<file path="config.mk">
export PLATFORM = sky130hd
export DESIGN_NAME = adc_ctrl
export DESIGN_NICKNAME = d
export VERILOG_FILES = /design/src/logic/adc_ctrl_pkg.sv /design/src/logic/adc_ctrl.sv
export SDC_FILE = /design/constraint.sdc
export NUM_CORES = 1
export LEC_CHECK = 0
export BUFFER_PORTS_ARGS = -buffer_cell sky130_fd_sc_hd__buf_4
export CORE_UTILIZATION = 40
export CTS_BUF_LIST = sky130_fd_sc_hd__clkbuf_2 sky130_fd_sc_hd__clkbuf_4 sky130_fd_sc_hd__clkbuf_8
export DETAILED_ROUTE_END_ITERATION = 8
export HOLD_SLACK_MARGIN = 0.06
export MAX_ROUTING_LAYER = met4
export SLEW_MARGIN = 0
export SYNTH_ARGS = -nofsm -noshare
export SYNTH_HDL_FRONTEND = slang
export SYNTH_SLANG_ARGS = --single-unit
</file>
<file path="constraint.sdc">
create_clock -name clock -period 2.9 [get_ports clock]
set_input_delay 0.145 -clock clock [delete_from_list [all_inputs] [get_ports clock]]
set_output_delay 0.145 -clock clock [all_outputs]
set_load 0.02 [all_outputs]
</file>
<file path="src/logic/adc_ctrl_pkg.sv">
// Constants, register map and state types of the converter control block
package adc_ctrl_pkg;

  // Register byte offsets on the APB
  localparam logic [7:0] CONV_CONTROL_STATUS_OFS  = 8'h00;
  localparam logic [7:0] CONV_CONTROL_B_OFS       = 8'h04;
  localparam logic [7:0] CHANNEL_MUX_REGISTER_OFS = 8'h08;
  localparam logic [7:0] COMPARE_STATUS_OFS       = 8'h0C;
  localparam logic [7:0] ANALOG_MISC_CONTROL_OFS  = 8'h10;
  localparam logic [7:0] CONV_RESULT_OFS          = 8'h14;

  // conv_control_status fields
  localparam int CONVERTER_ENABLE_BIT = 7;
  localparam int CONV_START_BIT       = 6;
  localparam int AUTO_TRIGGER_BIT     = 5;
  localparam int CONV_DONE_FLAG_BIT   = 4;
  localparam int DIV_SEL_LSB          = 0;

  // conv_control_b fields
  localparam int COMPARE_MUX_EN_BIT = 6;
  localparam int REF_DIV_LSB        = 4;
  localparam int TRIG_SRC_LSB       = 0;

  // channel_mux_register fields
  localparam int REF_SRC_LSB = 6;
  localparam int CHAN_LSB    = 0;

  // compare_status_register fields
  localparam int DIV_REF_SEL_BIT    = 6;
  localparam int COMPARE_RESULT_BIT = 5;
  localparam int COMPARE_FLAG_BIT   = 4;
  localparam int COMPARE_IE_BIT     = 3;
  localparam int EDGE_MODE_LSB      = 0;

  // analog_misc_control fields
  localparam int EXT_REF_IN_EN_BIT = 2;
  localparam int INT_REF_OUT_EN_BIT = 1;

  // Trigger source code for self retriggering
  localparam logic [2:0] TRIG_FREE_RUN = 3'h0;

  // Comparator edge modes
  localparam logic [1:0] EDGE_TOGGLE = 2'h0;
  localparam logic [1:0] EDGE_FALL   = 2'h2;
  localparam logic [1:0] EDGE_RISE   = 2'h3;

  // Highest positive mux channel code and reference code for divided ref
  localparam logic [4:0] CHAN_MAX      = 5'h0A;
  localparam logic [1:0] REF_SRC_2V56  = 2'h3;

  // Conversion lengths in converter clock cycles
  localparam logic [4:0] NORMAL_CONV_CYCLES = 5'd13;
  localparam logic [4:0] FIRST_CONV_CYCLES  = 5'd25;

  // Reset values
  localparam logic [7:0]  REG_RESET    = 8'h00;
  localparam logic [9:0]  RESULT_RESET = 10'h000;
  localparam logic [31:0] BUS_ZERO     = 32'h0000_0000;

  typedef enum logic [1:0] { CONV_IDLE, CONV_WAIT, CONV_RUN } conv_state_t;

  typedef struct packed {
    logic        convEnable;
    logic        autoTrigger;
    logic        doneFlag;
    logic [2:0]  divSel;
    logic        compareMuxEnable;
    logic [1:0]  refDivide;
    logic [2:0]  trigSrc;
    logic [1:0]  refSource;
    logic [4:0]  channelSel;
    logic        divRefSelect;
    logic        compareFlag;
    logic        compareIe;
    logic [1:0]  edgeMode;
    logic        extRefEn;
    logic        refOutEn;
    logic [9:0]  result;
    conv_state_t convState;
    logic        firstConv;
    logic [4:0]  cycleCnt;
    logic [6:0]  prescCnt;
    logic        cmpSync1;
    logic        cmpSync2;
    logic        cmpLast;
    logic        trgSync1;
    logic        trgSync2;
    logic        trgLast;
    logic        pready;
    logic        pslverr;
    logic [31:0] prdata;
    logic        startPulse;
    logic        compareIrq;
    logic        posUseMux;
  } state_t;

endpackage : adc_ctrl_pkg

</file>
<file path="src/logic/adc_ctrl.sv">
// Converter sequencing, reference and comparator mux control with APB
// Behaviour
// - Done flag trigger restarts conversion at once
// - Free running ignores done flag clearing
// - Start bit write works under auto trigger
// - Start bit reads one while converting
// - Prescaler runs on enable, reset otherwise
// - Start waits for next converter clock edge
// - Normal conversion takes 13 converter clocks
// - First conversion after enable takes 25
// - Misc bit 2 selects external reference
// - Misc bit 1 drives reference output
// - Comparator flag on rise, fall or toggle
// - Mux enabled, converter off, channel up to ten: channel picks input
// - Otherwise positive pin feeds comparator
// - Divided reference select replaces negative pin
// - Divide codes give full, half, quarter, eighth
`timescale 1ns/1ns
module adc_ctrl
  import adc_ctrl_pkg::*;
(
  // Clock and reset
  input  wire logic        clock,
  input  wire logic        rst_n,
  // APB slave
  input  wire logic        psel,
  input  wire logic        penable,
  input  wire logic        pwrite,
  input  wire logic [7:0]  paddr,
  input  wire logic [31:0] pwdata,
  output logic             pready,
  output logic             pslverr,
  output logic [31:0]      prdata,
  // Analog side inputs (asynchronous pins)
  input  wire logic        compareResultPin,
  input  wire logic        triggerPin,
  // Digitised sample from the successive approximation core
  input  wire logic [9:0]  sampleValue,
  // Analog side controls
  output logic             sampleStart,
  output logic             convBusy,
  output logic             posUseMux,
  output logic [4:0]       posChannel,
  output logic             negUseDivRef,
  output logic [1:0]       divRefCode,
  output logic             divRefValid,
  output logic             extRefInEnable,
  output logic             refOutEnable,
  output logic             compareIrq
);

  state_t q;
  state_t d;

  // Bus decode, converter timing and edge helpers
  logic       access;
  logic       wrEn;
  logic       mapped;
  logic [7:0] wb;
  logic [6:0] divMask;
  logic       convTick;
  logic       cmpRise;
  logic       cmpFall;
  logic       cmpEvent;
  logic       trgRise;
  logic       finish;
  logic       retrigger;
  logic       swStart;
  logic       hwStart;
  logic [4:0] convLen;
  logic [7:0] rdByte;

  assign access = psel & penable;
  assign wb     = pwdata[7:0];
  assign mapped = (paddr == CONV_CONTROL_STATUS_OFS)
                | (paddr == CONV_CONTROL_B_OFS)
                | (paddr == CHANNEL_MUX_REGISTER_OFS)
                | (paddr == COMPARE_STATUS_OFS)
                | (paddr == ANALOG_MISC_CONTROL_OFS)
                | (paddr == CONV_RESULT_OFS);
  // Write lands on the edge where the master sees pready high
  assign wrEn   = access & pwrite & q.pready & mapped;

  // Divide ratio 2^sel, with sel 0 also dividing by two
  always_comb
  begin
    divMask = 7'h00;
    case (q.divSel)
      3'h0, 3'h1: divMask = 7'h01;
      3'h2:       divMask = 7'h03;
      3'h3:       divMask = 7'h07;
      3'h4:       divMask = 7'h0F;
      3'h5:       divMask = 7'h1F;
      3'h6:       divMask = 7'h3F;
      default:    divMask = 7'h7F;
    endcase
  end

  // One tick per rising edge of the divided converter clock
  assign convTick = q.convEnable & ((q.prescCnt & divMask) == divMask);

  // Edges from synchronised comparator and trigger pins
  assign cmpRise  = q.cmpSync2 & ~q.cmpLast;
  assign cmpFall  = ~q.cmpSync2 & q.cmpLast;
  assign trgRise  = q.trgSync2 & ~q.trgLast;

  always_comb
  begin
    cmpEvent = 1'b0;
    case (q.edgeMode)
      EDGE_TOGGLE: cmpEvent = cmpRise | cmpFall;
      EDGE_FALL:   cmpEvent = cmpFall;
      EDGE_RISE:   cmpEvent = cmpRise;
      default:     cmpEvent = 1'b0;
    endcase
  end

  assign convLen = q.firstConv ? FIRST_CONV_CYCLES
                               : NORMAL_CONV_CYCLES;
  assign finish  = (q.convState == CONV_RUN) & convTick
                 & (q.cycleCnt == convLen - 5'd1);
  // Free running follows completion only, never the flag's state
  assign retrigger = finish & q.autoTrigger
                   & (q.trigSrc == TRIG_FREE_RUN);
  assign swStart = wrEn & (paddr == CONV_CONTROL_STATUS_OFS)
                 & wb[CONV_START_BIT] & wb[CONVERTER_ENABLE_BIT];
  assign hwStart = trgRise & q.autoTrigger & q.convEnable
                 & (q.trigSrc != TRIG_FREE_RUN);

  // Read mux for the byte registers
  always_comb
  begin
    rdByte = REG_RESET;
    case (paddr)
      CONV_CONTROL_STATUS_OFS:
      begin
        rdByte[CONVERTER_ENABLE_BIT] = q.convEnable;
        rdByte[CONV_START_BIT] = (q.convState != CONV_IDLE);
        rdByte[AUTO_TRIGGER_BIT] = q.autoTrigger;
        rdByte[CONV_DONE_FLAG_BIT] = q.doneFlag;
        rdByte[DIV_SEL_LSB +: 3] = q.divSel;
      end
      CONV_CONTROL_B_OFS:
      begin
        rdByte[COMPARE_MUX_EN_BIT] = q.compareMuxEnable;
        rdByte[REF_DIV_LSB +: 2] = q.refDivide;
        rdByte[TRIG_SRC_LSB +: 3] = q.trigSrc;
      end
      CHANNEL_MUX_REGISTER_OFS:
      begin
        rdByte[REF_SRC_LSB +: 2] = q.refSource;
        rdByte[CHAN_LSB +: 5] = q.channelSel;
      end
      COMPARE_STATUS_OFS:
      begin
        rdByte[DIV_REF_SEL_BIT] = q.divRefSelect;
        rdByte[COMPARE_RESULT_BIT] = q.cmpSync2;
        rdByte[COMPARE_FLAG_BIT] = q.compareFlag;
        rdByte[COMPARE_IE_BIT] = q.compareIe;
        rdByte[EDGE_MODE_LSB +: 2] = q.edgeMode;
      end
      ANALOG_MISC_CONTROL_OFS:
      begin
        // Reserved bits 7:3 read as zero
        rdByte[EXT_REF_IN_EN_BIT] = q.extRefEn;
        rdByte[INT_REF_OUT_EN_BIT] = q.refOutEn;
      end
      default: rdByte = REG_RESET;
    endcase
  end

  // Next state of the whole block
  always_comb
  begin
    d = q;
    d.startPulse = 1'b0;

    // Two flops on every pin before any logic looks at it
    d.cmpSync1 = compareResultPin;
    d.cmpSync2 = q.cmpSync1;
    d.cmpLast  = q.cmpSync2;
    d.trgSync1 = triggerPin;
    d.trgSync2 = q.trgSync1;
    d.trgLast  = q.trgSync2;

    // APB: one wait state, then answer with registered data
    d.pready  = access & ~q.pready;
    d.pslverr = access & ~q.pready & ~mapped;
    d.prdata  = BUS_ZERO;
    if (access & ~q.pready & ~pwrite & mapped)
    begin
      if (paddr == CONV_RESULT_OFS)
        d.prdata = {22'h000000, q.result};
      else
        d.prdata = {24'h000000, rdByte};
    end

    // Register writes
    if (wrEn)
    begin
      case (paddr)
        CONV_CONTROL_STATUS_OFS:
        begin
          d.convEnable = wb[CONVERTER_ENABLE_BIT];
          d.autoTrigger = wb[AUTO_TRIGGER_BIT];
          d.divSel = wb[DIV_SEL_LSB +: 3];
          if (wb[CONV_DONE_FLAG_BIT])
            d.doneFlag = 1'b0; // Write one clears
        end
        CONV_CONTROL_B_OFS:
        begin
          d.compareMuxEnable = wb[COMPARE_MUX_EN_BIT];
          d.refDivide = wb[REF_DIV_LSB +: 2];
          d.trigSrc = wb[TRIG_SRC_LSB +: 3];
        end
        CHANNEL_MUX_REGISTER_OFS:
        begin
          d.refSource = wb[REF_SRC_LSB +: 2];
          d.channelSel = wb[CHAN_LSB +: 5];
        end
        COMPARE_STATUS_OFS:
        begin
          d.divRefSelect = wb[DIV_REF_SEL_BIT];
          d.compareIe = wb[COMPARE_IE_BIT];
          d.edgeMode = wb[EDGE_MODE_LSB +: 2];
          if (wb[COMPARE_FLAG_BIT])
            d.compareFlag = 1'b0; // Write one clears
        end
        ANALOG_MISC_CONTROL_OFS:
        begin
          d.extRefEn = wb[EXT_REF_IN_EN_BIT];
          d.refOutEn = wb[INT_REF_OUT_EN_BIT];
        end
        default: d.convEnable = q.convEnable;
      endcase
    end

    // Comparator event after the clear so a new edge is never lost
    if (cmpEvent)
      d.compareFlag = 1'b1;
    d.compareIrq = d.compareFlag & d.compareIe;

    // Prescaler held at zero while the converter is off
    if (q.convEnable)
      d.prescCnt = q.prescCnt + 7'd1;
    else
      d.prescCnt = 7'h00;

    // Conversion sequencer
    case (q.convState)
      CONV_IDLE:
      begin
        d.cycleCnt = 5'd0;
        if (swStart | hwStart)
          d.convState = CONV_WAIT;
      end
      CONV_WAIT:
      begin
        // Begins on the next divided clock edge
        if (convTick)
        begin
          d.convState = CONV_RUN;
          d.cycleCnt = 5'd0;
          d.startPulse = 1'b1;
        end
      end
      CONV_RUN:
      begin
        if (convTick)
          d.cycleCnt = q.cycleCnt + 5'd1;
        if (finish)
        begin
          d.result = sampleValue;
          d.doneFlag = 1'b1;
          d.firstConv = 1'b0;
          d.cycleCnt = 5'd0;
          // Free running restarts on this very tick, busy never drops
          d.convState = retrigger ? CONV_RUN : CONV_IDLE;
          d.startPulse = retrigger;
        end
      end
      default: d.convState = CONV_IDLE;
    endcase

    // Switching off aborts any conversion and rearms the long first one
    if (~d.convEnable)
    begin
      d.convState = CONV_IDLE;
      d.firstConv = 1'b1;
      d.cycleCnt = 5'd0;
      d.startPulse = 1'b0; // No start pulse on the disabling tick
    end
  end

  // State register
  always_ff @(posedge clock or negedge rst_n)
  begin
    if (!rst_n)
    begin
      q <= '0;
      q.convState <= CONV_IDLE;
      q.firstConv <= 1'b1;
    end
    else
      q <= d;
  end

  // Mux and reference controls, registered for glitch free switching
  logic       posMuxQ;
  logic [4:0] posChanQ;
  logic       negDivQ;
  logic [1:0] divCodeQ;
  logic       divValidQ;
  logic       extRefQ;
  logic       refOutQ;
  logic       busyQ;

  always_ff @(posedge clock or negedge rst_n)
  begin
    if (!rst_n)
    begin
      posMuxQ   <= 1'b0;
      posChanQ  <= 5'h00;
      negDivQ   <= 1'b0;
      divCodeQ  <= 2'h0;
      divValidQ <= 1'b0;
      extRefQ   <= 1'b0;
      refOutQ   <= 1'b0;
      busyQ     <= 1'b0;
    end
    else
    begin
      // Channel codes above ten leave the pin on the input
      posMuxQ   <= d.compareMuxEnable & ~d.convEnable
                 & (d.channelSel <= CHAN_MAX);
      posChanQ  <= d.channelSel;
      negDivQ   <= d.divRefSelect;
      divCodeQ  <= d.refDivide;
      // Other reference sources are reserved for the divided ref
      divValidQ <= d.divRefSelect
                 & (d.refSource == REF_SRC_2V56);
      extRefQ   <= d.extRefEn;
      refOutQ   <= d.refOutEn;
      busyQ     <= (d.convState != CONV_IDLE);
    end
  end

  // Outputs straight from flops
  assign pready         = q.pready;
  assign pslverr        = q.pslverr;
  assign prdata         = q.prdata;
  assign sampleStart    = q.startPulse;
  assign compareIrq     = q.compareIrq;
  assign posUseMux      = posMuxQ;
  assign posChannel     = posChanQ;
  assign negUseDivRef   = negDivQ;
  assign divRefCode     = divCodeQ;
  assign divRefValid    = divValidQ;
  assign extRefInEnable = extRefQ;
  assign refOutEnable   = refOutQ;
  assign convBusy       = busyQ;

endmodule : adc_ctrl

</file>
==> impl_metrics.py <==
metrics = {
    "status": {
        "outcome": "completed",
    },
    "finish": {
        "antenna_cells": 0,
        "fin_util": 0.504,
        "drive_gt1_frac": 0.319,
        "n_fill_cell": 868,
        "fin_area_um2": 4660,
        "fin_nets": 481,
        "area_growth_pct": 21.8,
        "final_common_cell": "dfrtp_1",
        "final_cell_mix": "dfrtp_1 (73), buf_4 (65), mux2_2 (39), nor2_1 (26)",
    },
    "global_routing": {
        "grt_pass1_wl_um": 12900,
        "grt_max_degree": 75,
        "grt_util_all_layers": 0.174,
        "antenna_found_initial": 0,
        "grt_pass1_vias": 2532,
        "grt.overflow.total": 0,
    },
    "floorplan": {
        "start_util": 0.414,
        "die_area_um2": 9950,
        "fp-row-count": 35,
        "fp.dieW_um": 99.7,
        "ioPinCount": 106,
        "core_um2": 9240,
        "fp.dieH_um": 99.7,
    },
    "timing": {
        "finalClockSkew_ns": 0.00795,
        "fin_crit_sh": 0.749,
        "finalMaxSlewViolations": 0,
        "fmax_ghz": 0.460,
        "tns_ns": 0,
        "hold_viol_final": 0,
        "layout_min_cycle_time_ns": 2.17,
        "fin_ws_ns": 0.727,
        "rsz0062_at_grt": "false",
        "hold_ws_ns": 0.0851,
        "maxSlewHeadroom": 0.385,
        "worstMarginPinSlew_ns": 0.922,
        "setup-violations-final": 0,
    },
    "power": {
        "p_seq_frac": 0.454,
        "clkPwrFrac": 0.479,
        "p_int_mw": 1.84,
        "vdd_drop_max_v": 0.000301,
        "power_switching_share": 0.207,
        "power_frac_comb": 0.067,
        "p_leak_nw": 2.23,
        "p_per_area_nw_per_um2": 498,
        "p_sw_mw": 0.479,
    },
    "detailed_routing": {
        "drt_iter0_drc": 130,
        "via_count": 2653,
        "ant_nets": 0,
        "wl_met1_um": 3840,
        "dr.pass1.iters": 4,
        "wl_per_cell_um": 14.4,
        "wl_met2_um": 3640,
        "via_per_inst": 4.83,
        "maxUsedRoutingLayer": "met4",
        "met3WireLength_um": 333,
        "drc_errors": 0,
        "wl_um": 7900,
    },
    "clock_tree": {
        "cts.sinks": 74,
        "clkLatencyLatePin_ns": 0.35,
        "cts_max_path_buffers": 2,
        "numCtsBuffers": 9,
        "htreeDepth": 3,
        "hold_buffers": 17,
        "clock-root-buffer": "clkbuf_8",
        "cts_tree": "yes",
        "cts.clk_slew.worst_paths_ns": 0.08,
        "ctsResizeCount": 0,
        "cts_setup_buffers": 0,
    },
    "logic_synthesis": {
        "syn_avg_cell_area_um2": 10.9,
        "netlist_instances": 349,
        "ys.flop_type": "dfrtp_1",
        "synth_xor_xnor_area_share": 0.0115,
        "synth_fa_ha_area_frac": 0.0295,
        "async_flop_share": 1.00,
        "synthesis.area_um2": 3820,
        "muxShareOfSynthArea": 0.125,
        "synth_compound_area_frac": 0.0976,
        "synth_edf_count": 0,
        "ys_seq_area_frac": 0.485,
        "synth_top_family_by_area": "simple AND/OR/NAND/NOR gates",
        "yosysUniqueCellTypes": 59,
        "synth-simple-area-share": 0.146,
        "yosys_warnings": 0,
        "ys_ff_latch": 74,
    },
    "placement": {
        "placed_cell_area_um2": 4200,
        "placement.io_buffers": 59,
        "place_congestion": 0.889,
        "place_ws_ns": 0.554,
        "dp.final_hpwl_um": 5650,
    },
    "flow_run": {
        "maxCapViolCount": 0,
    },
    "critical_path": {
        "path_max_fanout": 6,
        "crit_type": "register to register",
        "cp-start-kind": "register",
        "reg2reg_depth": 6,
        "worstSetupEndpointType": "register",
        "worstPathRequired_ns": 3.12,
        "cp.arrival_ns": 2.39,
    },
    "worst_hold_path": {
        "hold_class": "input port to register",
        "whs_path_depth": 2,
    },
}
## synthesized netlist by cell type, drive strengths merged (6+ instances only)
| master | number | area, um2 |
|---|---|---|
| a21oi | 13 | 65.1 |
| nand3 | 11 | 55.1 |
| ha | 9 | 113 |
| inv | 13 | 48.8 |
| clkbuf | 6 | 22.5 |
| o21ai | 8 | 40.0 |
| nor3 | 7 | 40.0 |
| nor2 | 26 | 97.6 |
| buf | 41 | 315 |
| and2 | 7 | 43.8 |
| mux2 | 39 | 439 |
| nand2 | 22 | 82.6 |
| dfrtp | 73 | 1830 |
## worst max-delay path, cell delays in order, from the launching register on
cell and delay [ns]:
dfrtp_1 0.44, or3b_2 0.46, a21oi_1 0.32, o2111ai_1 0.20
o41ai_1 0.40, a31o_2 0.16, a21oi_1 0.07
## final timing paths
path,startpoint,endpoint,slack (ns)
max,q[52]$_DFFE_PN0P_,convBusy$_DFF_PN0_,0.73
min,pwdata[2],posChannel[2]$_DFF_PN0_,0.09
max reg2reg,q[52]$_DFFE_PN0P_,convBusy$_DFF_PN0_,0.73
min reg2reg,d[41]$_DFF_PN0_,d[40]$_DFF_PN0_,0.35
max in group asynchronous,rst_n,prdata[1]$_DFF_PN0_,1.82
min in group asynchronous,rst_n,prdata[8]$_DFF_PN0_,0.46
## routing by layer
layer  global-route usage  vias up
met2                0.260       69
met4               0.0826        0
li1                     -     1291
met3               0.0232       11
met5                    -        -
met1                0.233     1282
## cells by family after synthesis
logic type,Yosys count
AND/OR/NAND/NOR,102
flip-flops,74
buffers and inverters,61
AO/OA/AOI/OAI,54
multiplexers,43
adder cells (fa/ha/maj),9
XOR/XNOR,5
other,1
## per-stage QoR
| stage | std cells | total power, mW |
|---|---|---|
| floorplan | 370 | 1.16 |
| global placement | 516 | 1.21 |
| detailed placement | 516 | 1.21 |
| CTS | 549 | 2.35 |
| global route | 549 | 2.41 |
| finish | 549 | 2.32 |
## power by group through the flow
stage | Clock (mW) | Combinational (mW) | Sequential (mW)
floorplan | 0 | 0.0874 | 1.07
global placement | 0 | 0.138 | 1.07
detailed placement | 0 | 0.139 | 1.07
CTS | 1.14 | 0.158 | 1.05
global route | 1.18 | 0.173 | 1.05
finish | 1.11 | 0.156 | 1.05
## sequential cells by signal, indices dropped and copies added, names as in the netlist
| name | count |
|---|---|
| q | 43 |
| prdata | 10 |
| posChannel | 5 |
| d | 4 |
| divRefCode | 2 |
| compareIrq | 1 |
| convBusy | 1 |
| divRefValid | 1 |
| extRefInEnable | 1 |
| negUseDivRef | 1 |
| posUseMux | 1 |
| pready | 1 |
| pslverr | 1 |
| refOutEnable | 1 |
| sampleStart | 1 |
## cell type report
type,instances,area [um2],share of cell area
multi-input cells,235,1650,0.354
clock inverters,4,120,0.0258
well taps,129,161,0.0347
clock buffers,12,165,0.0355
inverters,13,48.8,0.0105
repair buffers,82,658,0.141
flip-flops and latches,74,1850,0.398
Power figures use the tool's default switching activity.
